<file path="src/pfd_pkg.sv">
package pfd_pkg;
   // register byte offsets on the bus
   localparam logic [7:0]  PFD_OFS_PORTB_FUNC = 8'h00;
   localparam logic [7:0]  PFD_OFS_PORTA_DIR  = 8'h04;
   localparam logic [7:0]  PFD_OFS_PORTB_DIR  = 8'h08;
   localparam logic [7:0]  PFD_OFS_STATUS     = 8'h0C;
   // values after reset
   localparam logic [31:0] PFD_FUNC_RST       = 32'h0000_0000;
   localparam logic [15:0] PFD_DIR_RST        = 16'h0000;
   // field positions: pin n occupies bits [2n+1:2n]
   localparam int          PFD_FIELD_W        = 2;
   localparam int          PFD_FIRST_FIELD    = 5;
   // function codes
   localparam logic [1:0]  PFD_SEL_GPIO       = 2'h0;
   localparam logic [1:0]  PFD_SEL_ALT        = 2'h1;
   // mask of pins that own an alternate function: 15..7 and 5;
   // pin 6 has none and pins 4..0 are outside this block
   localparam logic [15:0] PFD_ALT_PRESENT    = 16'hFFA0;
   // bus transfer codes
   localparam logic [1:0]  PFD_HTRANS_NONSEQ  = 2'h2;
   localparam logic [1:0]  PFD_HTRANS_SEQ     = 2'h3;
   typedef enum logic [0:0] {
      PFD_ST_IDLE = 1'b0,
      PFD_ST_DATA = 1'b1
   } pfd_bus_state_t;
endpackage

</file>
<file path="src/pfd_regs_if.sv">
interface pfd_regs_if;
   import pfd_pkg::*;
   logic        wr_en;
   logic [7:0]  wr_ofs;
   logic [31:0] wr_data;
   logic [31:0] func_sel;
   logic [15:0] porta_dir;
   logic [15:0] portb_dir;
   logic        porta_pull_en;
   logic        portb_pull_en;
   modport owner (input wr_en, wr_ofs, wr_data,
                  output func_sel, porta_dir, portb_dir,
                  porta_pull_en, portb_pull_en);
   modport user  (output wr_en, wr_ofs, wr_data,
                  input func_sel, porta_dir, portb_dir,
                  porta_pull_en, portb_pull_en);
endinterface

</file>
<file path="src/pfd_top.sv">
// Contract
// bits 31-30 pick pin15 gpio or mgmt clock
// bits 29-28 pick pin14 gpio or rx error
// bits 27-24 pick pins 13,12 or rx lines 1,2
// bits 23-22 pick pin11 or rx line 3
// bits 21-16 pick pins 10-8 or tx lines
// bits 15-14 pick pin7 or timer0 output
// bits 13-12 offer only gpio pin6
// bits 11-10 pick pin5 or transfer acknowledge
// direction bit matters only on gpio pins
// output drives last latched data value
// reset clears all direction bits
// first direction write disables pull-ups
// direction bit 0 input, 1 output
// port b has its own direction register
// boot software sets direction before outputs
// registers read back; reserved codes stay gpio-off
module pfd_top
   import pfd_pkg::*;
(
   // clock and reset
   input  wire logic        CORE_CLK_I,
   input  wire logic        RESET_N_I,
   // ahb-lite slave
   input  wire logic        HSEL_I,
   input  wire logic [7:0]  HADDR_I,
   input  wire logic [1:0]  HTRANS_I,
   input  wire logic        HWRITE_I,
   input  wire logic [2:0]  HSIZE_I,
   input  wire logic [31:0] HWDATA_I,
   input  wire logic        HREADY_I,
   output logic      [31:0] HRDATA_O,
   output logic             HREADYOUT_O,
   output logic             HRESP_O,
   // gpio data latches, same clock domain
   input  wire logic [15:0] PORTA_LATCH_I,
   input  wire logic [15:0] PORTB_LATCH_I,
   // port a pins, gpio only in this block
   input  wire logic [15:0] PORTA_PIN_I,
   output logic      [15:0] PORTA_PIN_O,
   output logic      [15:0] PORTA_PIN_OE_O,
   output logic             PORTA_PULL_EN_O,
   output logic      [15:0] PORTA_IN_O,
   // port b pins
   input  wire logic [15:0] PORTB_PIN_I,
   output logic      [15:0] PORTB_PIN_O,
   output logic      [15:0] PORTB_PIN_OE_O,
   output logic             PORTB_PULL_EN_O,
   output logic      [15:0] PORTB_IN_O,
   // alternate functions: outputs toward pins
   input  wire logic        ETH_MGMT_CLK_I,
   input  wire logic [3:1]  ETH_TRANSMIT_LINE_I,
   input  wire logic        TIMER0_OUTPUT_I,
   input  wire logic        XFER_ACK_I,
   input  wire logic        XFER_ACK_OE_I,
   // alternate functions: inputs from pins
   output logic             ETH_RECEIVE_ERROR_O,
   output logic      [3:1]  ETH_RECEIVE_LINE_O,
   output logic             XFER_ACK_O
);
   import pfd_pkg::*;

   pfd_regs_if regs ();

   pfd_regfile u_regfile (
      .clk_i     (CORE_CLK_I),
      .reset_n_i (RESET_N_I),
      .regs      (regs)
   );

   // ---- bus slave: address phase then one-cycle data phase ----
   pfd_bus_state_t st_reg, st_next;
   logic [7:0]     ofs_reg, ofs_next;
   logic           wr_reg,  wr_next;
   logic [31:0]    rdata_reg, rdata_next;

   logic        addr_take;
   logic [31:0] status_word;

   // a transfer is taken only when the bus is ready and we are selected
   assign addr_take = HSEL_I && HREADY_I &&
                      (HTRANS_I == PFD_HTRANS_NONSEQ ||
                       HTRANS_I == PFD_HTRANS_SEQ);

   // status shows pull-up state and which pins are gpio
   logic [15:0] gpio_mask;
   assign status_word = {14'h0000, regs.portb_pull_en,
                         regs.porta_pull_en, gpio_mask};

   always_comb begin
      st_next    = PFD_ST_IDLE;
      ofs_next   = ofs_reg;
      wr_next    = 1'b0;
      rdata_next = rdata_reg;
      if (addr_take) begin
         st_next  = PFD_ST_DATA;
         ofs_next = {HADDR_I[7:2], 2'b00};
         wr_next  = HWRITE_I;
         // read data registered so it stands in the data phase
         case ({HADDR_I[7:2], 2'b00})
            PFD_OFS_PORTB_FUNC: rdata_next = regs.func_sel;
            PFD_OFS_PORTA_DIR:  rdata_next = {16'h0000, regs.porta_dir};
            PFD_OFS_PORTB_DIR:  rdata_next = {16'h0000, regs.portb_dir};
            PFD_OFS_STATUS:     rdata_next = status_word;
            default:            rdata_next = 32'h0000_0000;
         endcase
      end
   end

   always_ff @(posedge CORE_CLK_I or negedge RESET_N_I) begin
      if (!RESET_N_I) begin
         st_reg    <= PFD_ST_IDLE;
         ofs_reg   <= 8'h00;
         wr_reg    <= 1'b0;
         rdata_reg <= 32'h0000_0000;
      end else begin
         st_reg    <= st_next;
         ofs_reg   <= ofs_next;
         wr_reg    <= wr_next;
         rdata_reg <= rdata_next;
      end
   end

   // write lands in the data phase, when hwdata is valid
   assign regs.wr_en   = (st_reg == PFD_ST_DATA) && wr_reg;
   assign regs.wr_ofs  = ofs_reg;
   assign regs.wr_data = HWDATA_I;

   // zero wait states, always okay
   assign HRDATA_O    = rdata_reg;
   assign HREADYOUT_O = 1'b1;
   assign HRESP_O     = 1'b0;

   // ---- pin input synchronisers ----
   logic [15:0] pa_s1_reg, pa_s2_reg;
   logic [15:0] pb_s1_reg, pb_s2_reg;

   always_ff @(posedge CORE_CLK_I or negedge RESET_N_I) begin
      if (!RESET_N_I) begin
         pa_s1_reg <= 16'h0000;
         pa_s2_reg <= 16'h0000;
         pb_s1_reg <= 16'h0000;
         pb_s2_reg <= 16'h0000;
      end else begin
         pa_s1_reg <= PORTA_PIN_I;
         pa_s2_reg <= pa_s1_reg;
         pb_s1_reg <= PORTB_PIN_I;
         pb_s2_reg <= pb_s1_reg;
      end
   end

   // ---- port b function decode ----
   // reserved codes enable nothing: pin is neither gpio nor alternate
   logic [15:0] alt_mask;
   logic [15:0] altout_val;
   logic [15:0] altout_en;

   genvar gi;
   generate
      for (gi = 0; gi < 16; gi++) begin : g_pin
         if (gi >= PFD_FIRST_FIELD) begin : g_field
            logic [1:0] code;
            assign code = regs.func_sel[PFD_FIELD_W*gi+1:PFD_FIELD_W*gi];
            assign gpio_mask[gi] = (code == PFD_SEL_GPIO);
            // pin 6 has no alternate function at all
            assign alt_mask[gi]  = (code == PFD_SEL_ALT) &&
                                   PFD_ALT_PRESENT[gi];
         end else begin : g_plain
            // lower fields are handled elsewhere; treat as gpio here
            assign gpio_mask[gi] = 1'b1;
            assign alt_mask[gi]  = 1'b0;
         end
      end
   endgenerate

   // alternate function output drive; inputs-only functions never drive
   always_comb begin
      altout_val = 16'h0000;
      altout_en  = 16'h0000;
      altout_val[15] = ETH_MGMT_CLK_I;
      altout_en[15]  = alt_mask[15];
      altout_val[10] = ETH_TRANSMIT_LINE_I[1];
      altout_en[10]  = alt_mask[10];
      altout_val[9]  = ETH_TRANSMIT_LINE_I[2];
      altout_en[9]   = alt_mask[9];
      altout_val[8]  = ETH_TRANSMIT_LINE_I[3];
      altout_en[8]   = alt_mask[8];
      altout_val[7]  = TIMER0_OUTPUT_I;
      altout_en[7]   = alt_mask[7];
      // transfer acknowledge is two-way; its owner steers direction
      altout_val[5]  = XFER_ACK_I;
      altout_en[5]   = alt_mask[5] && XFER_ACK_OE_I;
   end

   // ---- registered pin outputs ----
   logic [15:0] pa_o_reg, pa_oe_reg, pa_in_reg;
   logic [15:0] pb_o_reg, pb_oe_reg, pb_in_reg;
   logic        pa_pull_reg, pb_pull_reg;
   logic        rxer_reg, ack_in_reg;
   logic [3:1]  rxd_reg;
   logic [15:0] pa_o_next, pa_oe_next, pa_in_next;
   logic [15:0] pb_o_next, pb_oe_next, pb_in_next;
   logic        rxer_next, ack_in_next;
   logic [3:1]  rxd_next;

   always_comb begin
      // direction 1 drives the latched data value; no reset-time drive
      // since direction resets to input and boot code must set it
      pa_oe_next = regs.porta_dir;
      pa_o_next  = PORTA_LATCH_I & regs.porta_dir;
      pa_in_next = pa_s2_reg;
      // gpio pins obey direction; alternate pins ignore it
      pb_oe_next = (regs.portb_dir & gpio_mask)
                   | altout_en;
      pb_o_next  = (PORTB_LATCH_I & regs.portb_dir & gpio_mask)
                   | (altout_val & altout_en);
      pb_in_next = pb_s2_reg & gpio_mask;
      // receive functions see the pin only when selected
      rxer_next   = pb_s2_reg[14] & alt_mask[14];
      rxd_next[1] = pb_s2_reg[13] & alt_mask[13];
      rxd_next[2] = pb_s2_reg[12] & alt_mask[12];
      rxd_next[3] = pb_s2_reg[11] & alt_mask[11];
      ack_in_next = pb_s2_reg[5]  & alt_mask[5];
   end

   always_ff @(posedge CORE_CLK_I or negedge RESET_N_I) begin
      if (!RESET_N_I) begin
         pa_o_reg    <= 16'h0000;
         pa_oe_reg   <= 16'h0000;
         pa_in_reg   <= 16'h0000;
         pb_o_reg    <= 16'h0000;
         pb_oe_reg   <= 16'h0000;
         pb_in_reg   <= 16'h0000;
         pa_pull_reg <= 1'b1;
         pb_pull_reg <= 1'b1;
         rxer_reg    <= 1'b0;
         rxd_reg     <= 3'h0;
         ack_in_reg  <= 1'b0;
      end else begin
         pa_o_reg    <= pa_o_next;
         pa_oe_reg   <= pa_oe_next;
         pa_in_reg   <= pa_in_next;
         pb_o_reg    <= pb_o_next;
         pb_oe_reg   <= pb_oe_next;
         pb_in_reg   <= pb_in_next;
         pa_pull_reg <= regs.porta_pull_en;
         pb_pull_reg <= regs.portb_pull_en;
         rxer_reg    <= rxer_next;
         rxd_reg     <= rxd_next;
         ack_in_reg  <= ack_in_next;
      end
   end

   assign PORTA_PIN_O         = pa_o_reg;
   assign PORTA_PIN_OE_O      = pa_oe_reg;
   assign PORTA_IN_O          = pa_in_reg;
   assign PORTA_PULL_EN_O     = pa_pull_reg;
   assign PORTB_PIN_O         = pb_o_reg;
   assign PORTB_PIN_OE_O      = pb_oe_reg;
   assign PORTB_IN_O          = pb_in_reg;
   assign PORTB_PULL_EN_O     = pb_pull_reg;
   assign ETH_RECEIVE_ERROR_O = rxer_reg;
   assign ETH_RECEIVE_LINE_O  = rxd_reg;
   assign XFER_ACK_O          = ack_in_reg;
endmodule // pfd_top

</file>
<file path="src/pfd_regfile.sv">
module pfd_regfile
   import pfd_pkg::*;
(
   // clock and reset
   input  wire logic  clk_i,
   input  wire logic  reset_n_i,
   // register access
   pfd_regs_if.owner  regs
);
   import pfd_pkg::*;

   logic [31:0] func_reg,  func_next;
   logic [15:0] adir_reg,  adir_next;
   logic [15:0] bdir_reg,  bdir_next;
   logic        apull_reg, apull_next;
   logic        bpull_reg, bpull_next;

   // next values from bus writes; registers read back as written
   always_comb begin
      func_next  = func_reg;
      adir_next  = adir_reg;
      bdir_next  = bdir_reg;
      apull_next = apull_reg;
      bpull_next = bpull_reg;
      if (regs.wr_en) begin
         case (regs.wr_ofs)
            PFD_OFS_PORTB_FUNC: func_next = regs.wr_data;
            PFD_OFS_PORTA_DIR: begin
               adir_next  = regs.wr_data[15:0];
               apull_next = 1'b0;
            end
            PFD_OFS_PORTB_DIR: begin
               bdir_next  = regs.wr_data[15:0];
               bpull_next = 1'b0;
            end
            default: begin
            end
         endcase
      end
   end

   // pull-ups start enabled; each cleared only by the first write to its own port's direction register
   always_ff @(posedge clk_i or negedge reset_n_i) begin
      if (!reset_n_i) begin
         func_reg  <= PFD_FUNC_RST;
         adir_reg  <= PFD_DIR_RST;
         bdir_reg  <= PFD_DIR_RST;
         apull_reg <= 1'b1;
         bpull_reg <= 1'b1;
      end else begin
         func_reg  <= func_next;
         adir_reg  <= adir_next;
         bdir_reg  <= bdir_next;
         apull_reg <= apull_next;
         bpull_reg <= bpull_next;
      end
   end

   assign regs.func_sel      = func_reg;
   assign regs.porta_dir     = adir_reg;
   assign regs.portb_dir     = bdir_reg;
   assign regs.porta_pull_en = apull_reg;
   assign regs.portb_pull_en = bpull_reg;
endmodule // pfd_regfile

</file>
<file path="config.mk">
export PLATFORM = sky130hd
export DESIGN_NAME = pfd_top
export DESIGN_NICKNAME = d
export VERILOG_FILES = /design/src/pfd_pkg.sv /design/src/pfd_regs_if.sv /design/src/pfd_top.sv /design/src/pfd_regfile.sv
export SDC_FILE = /design/constraint.sdc
export NUM_CORES = 1
export LEC_CHECK = 0
export BUFFER_PORTS_ARGS = -buffer_cell sky130_fd_sc_hd__buf_2
export CORE_MARGIN = 1
export CORE_UTILIZATION = 51
export DETAILED_ROUTE_END_ITERATION = 8
export PLACE_DENSITY = 0.78
export SYNTH_ARGS = -nofsm -noshare
export SYNTH_HDL_FRONTEND = slang
export SYNTH_HIERARCHICAL = 1
export SYNTH_SLANG_ARGS = --single-unit
</file>
<file path="constraint.sdc">
create_clock -name CORE_CLK_I -period 1.8 [get_ports CORE_CLK_I]
set_input_delay 0.45 -clock CORE_CLK_I [delete_from_list [all_inputs] [get_ports CORE_CLK_I]]
set_output_delay 0.45 -clock CORE_CLK_I [all_outputs]
set_load 0.01 [all_outputs]
</file>
Yosys cells after proc, flatten, opt, wreduce, memory -nomap -nowiden
Index checks and enable logic that the tools add are counted.

Bits in registers: 273. Input bits: 121. Output and inout port bits: 137. Logic and storage cells: 78.

Eq/ne operators: 17. Muxes and demuxes: 3. Bitwise logic cells: 13. Reductions and logical operators: 21.

Operators by type and width (count): one-hot mux 32 bit (4 select lines) (1); bitwise AND 16 bit (6); OR 16 bit (2); logical NOT 2 bit (11); == test 2 x 1 -> 1 bit (second input constant) (10); == test 6 x 2 -> 1 bit (second input constant) (3); == test 6 x 1 -> 1 bit (second input constant) (2); logical NOT 8 bit (1); logical NOT 6 bit (1); AND reduction 2 bit (3); bitwise AND 1 bit (5); == test 2 bit (second input constant) (2); logical AND 1 bit (4); two-way mux 1 bit (2); logical OR 1 bit (1).

Depth between registers and ports, before layout
Depth in word-level cells: 4. Depth in mapped cells: 5. Depth with buffers taken out: 4.

Modules after synthesis
The synthesis kept the hierarchy.

By module, submodules not included: pfd_top (instances 1, cells an instance 467, area each 6681.4 µm², sequential area each 5182.5 µm²); pfd_regfile (instances 1, cells an instance 144, area each 2491.1 µm², sequential area each 1654.1 µm²).

Worst setup path after synthesis
OpenSTA, ideal clock, no wires.

Path type: flip-flop to flip-flop. Start: reg ofs_reg[5]. End: reg u_regfile.adir_reg[10], in the netlist u_regfile/regs.porta_dir[10]. Library setup time: 125 ps. Data arrival time: 1442 ps. Data required time: 1675 ps. Path slack: 234 ps. Stages on the path, launching flop included: 5. Buffers on the path: 1. Clock period less this slack: 1566 ps. Path through: dfrtp_1 -> nor4_4 -> nand4_2 -> buf_6 -> mux2_2.

Cells in the longest elaborated chain, start to end: 2.

RTL lines: from (decl) (RTL line pfd_top.sv:73) `logic [7:0] ofs_reg, ofs_next;`; from (signal assigned) (RTL line pfd_top.sv:118) `ofs_reg <= ofs_next;`; == test 6 x 1 -> 1 bit (RTL line pfd_regfile.sv:26) `case (regs.wr_ofs)`; AND reduction 2 bit (no source line); to (signal assigned) (RTL line pfd_regfile.sv:52) `adir_reg <= adir_next;`; to (decl) (RTL line pfd_regfile.sv:13) `logic [15:0] adir_reg, adir_next;`.

Every way passes these cells. A chain may end at the register's enable or synchronous reset.

Worst setup path after layout
Start: reg ofs_reg[5]. End: reg u_regfile.bdir_reg[7], in the netlist u_regfile/regs.portb_dir[7].

Cells in the longest elaborated chain, start to end: 2.

RTL lines: == test 6 x 2 -> 1 bit (RTL line pfd_regfile.sv:26); AND reduction 2 bit (no source line); to (signal assigned) (RTL line pfd_regfile.sv:53) `bdir_reg <= bdir_next;`; to (decl) (RTL line pfd_regfile.sv:14) `logic [15:0] bdir_reg, bdir_next;`.

Every way passes these cells.

==> impl_results.md <==
- Clock skew: 0.0170 ns
- Drt initial violations: 264
- Crit-path max FO: 15
- Reg2reg start: ofs_reg[5]
- Most frequent cells in the layout: dfrtp_1, buf_2, mux2_2
- Area growth, synth to finish: 29.1%
- Filler cells: 1221
- Synth Register Bits: 273
- Io pins: between 200 and 300
- Crit path kind: reg2reg
- First-pass GRT wire length: 32200 microns
- Residual DRC count: 0
- Startpoint types: register
- Post-Route WL: 20900 microns
- Min cycle time layout: 1.70 ns
- Total number of vias: just under 6000
- Syn_area_per_cell: around 15 sq um
- Die ar.: roughly 0.019 sq mm
- Row count: 48
- Clock root cell: clkbuf_16
- Global Route Usage Sum: 23.1%
- Most common cell after layout, fill and taps aside: dfrtp_1
- Share of cells above drive strength 1: 43.1%
- Synth area leader: dfrtp_1
- Reg2Reg Capture Point: u_regfile/regs.portb_dir[7]
- Data arrival time of the worst path: 2.10 ns
- Post-place instance area: between 0.01 and 0.015 sq mm
- Congestion Overflow GR: 0
- Initial core utilization: 52.7%
- Register clock-pin slew on the reported worst setup and hold paths: 0.07 ns
- RSZ-0062 raised after global routing: no
- Worst Hold Depth: 1
- Detailed Routing Iterations Pass 1: 4
- Crit path required time: around 2.2 ns
- Synth Warn #: 6
- Post-route cell area: ~0.012 sq mm
- Setup TNS: 0 ns
- Number of setup buffers added after CTS: 0
- Final Cycle Share: 94.3%
- Core area: 0.0174 sq mm
- Crit end category: register
- Final #Nets: 1018
- R2R setup slack: 0.10 ns
- Sequential fraction of the synthesis area: around three quarters
- Number of global-route vias before repair: 5989
- Routability cong.: around 0.76
- CTS tree: yes
- Antenna Violating Nets Remaining: 0
- Clock latency at the later pin of the worst-skew pair: 0.53 ns
- DR WL/cell: 18.3 microns
- R2R depth: 4
- P per Cell Area: 1070 mW/mm^2
- Max Cap Violations: 0
- Static leakage: around 6.3 nW
- Final setup viols: 0
- Post-cts repair resize count: 0
- Port bufs: 249
- Share of the synthesized area in the top cell type: 73.4%
- Largest net degree at the start of global routing: a little under 90
- DIE HEIGHT: 136 microns
- Vias per cell: 5.06
- Cell Area, Synth: around 0.009 sq mm
- Synth cell types: 34
- Worst vdd ir: 0.939 mV
- Initial antenna violation count: 0
- Final hold vios: 0
- Synth area leaders: dfrtp_1, mux2_2, and2_1, nand2_1, dfstp_2
- Outcome: completed
- Post-DP HPWL: 13900 microns
- Post-Synthesis Cells: between 600 and 700
- CTS max path bufs: 3
- F_max: 0.589 GHz
- Die W: 136 microns
- Depth of the CTS H-tree: 1
- Hold Startpoint: PORTA_PIN_I[8]
- Clock Sinks: ~270
- HP Class: in2reg
- Antenna Cells: 0
- CTS Buf Count: 27
- End of the worst hold path: pa_s1_reg[8]
- Slew Viols, Final: 0
==> synth_stat cells <==
master / count
dfrtp_1: 269
mux2_2: 69
nand2_1: 66
and2_1: 41
o21ai_1: 21
nor2_1: 19
a211oi_1: 10
buf_2: 10
clkbuf_1: 9
mux2i_1: 7
nand2b_1: 7
nor2b_1: 7
a21oi_1: 6
a32o_1: 6
nand3b_1: 6
nor3b_1: 6
and3_1: 5
o221ai_1: 5
o311ai_1: 5
o31ai_1: 5
and3b_1: 4
dfstp_2: 4
inv_2: 3
nand3_1: 3
a22oi_1: 2
buf_4: 2
buf_6: 2
conb_1: 2
nand2_2: 2
nand4_2: 2
nor4_4: 2
o21ai_0: 2
nor3_1: 1
o311ai_0: 1
==> logic make-up (layout without fill, tap and decap cells) <==
family,after synthesis,after routing,synth area share (%)
and+or+nand+nor,171,171,10.0
muxes,76,76,9.23
AOI/OAI and AO/OA,63,63,4.68
buffers and inverters,26,329,1.45
DFF,273,273,74.5
other,2,6,0.0819
==> worst max-delay path by stage <==
stage	slack, ns	startpoint	endpoint
final	0.10	ofs_reg[5]	u_regfile/regs.portb_dir[7]
after CTS	0.1	ofs_reg[5]	u_regfile/regs.portb_dir[7]
after detailed placement	0.08	HADDR_I[5]	HRDATA_O[8]
after floorplan	0.23	ofs_reg[5]	u_regfile/regs.porta_dir[10]
after global routing	0.02	ofs_reg[5]	u_regfile/regs.portb_dir[7]
after global placement	0.13	HADDR_I[5]	HRDATA_O[7]
==> where the power goes <==
| part | switching [mW] | leakage [nW] | internal [mW] |
|---|---|---|---|
| Clock | 2.31 | 0.464 | 3.45 |
| Combinational | 0.333 | 2.24 | 0.232 |
| Sequential | 0.0761 | 3.57 | 6.30 |
| Total | 2.72 | 6.27 | 9.98 |
==> worst max-delay path: stages, from the launching register on <==
cell and delay [ns]:
dfrtp_1 0.41, nor4_4 0.41, nand4_2 0.24, buf_12 0.22, mux2_2 0.28
==> through the flow <==
| stage | cells | utilization (%) | hold WS (ns) | power, mW | worst slack [ns] |
|---|---|---|---|---|---|
| after floorplan | 615 | - | 0.154 | 6.65 | 0.234 |
| after global placement | 1085 | 62.2 | 0.309 | 7.02 | 0.132 |
| after detailed placement | 1085 | 62.2 | 0.311 | 7.04 | 0.0762 |
| after CTS | 1136 | 67.6 | 0.000456 | 12.8 | 0.0971 |
| after global routing | 1143 | 68.0 | 0.0000999 | 13.1 | 0.0188 |
| final | 1143 | 68.0 | 0.0153 | 12.7 | 0.103 |
==> final cells by class <==
type	count	area [sq um]	share of cell area (%)
Multi-Input combinational cell	316	2230	18.8
Sequential cell	273	6840	57.7
Clock inverter	8	111	0.940
Clock buffer	42	822	6.94
Inverter	3	11.3	0.0951
Tap cell	225	282	2.38
Timing Repair Buffer	276	1550	13.1
==> routing by layer <==
layer  part of all wire, %  up-vias  global-route usage [%]
met5                     0        -                    1.11
met2                    49      227                    38.8
li1                      -     2644                       -
met1                    41     2876                    29.8
met3                   6.8       40                    4.59
met4                   2.9        0                    8.40
==> repair_timing <==
action,CTS,global route
endpoints found under the hold margin,20,7
endpoints found under the setup margin,0,0
hold buffers,1,7
No activity file was read; power rests on OpenSTA's default activity.
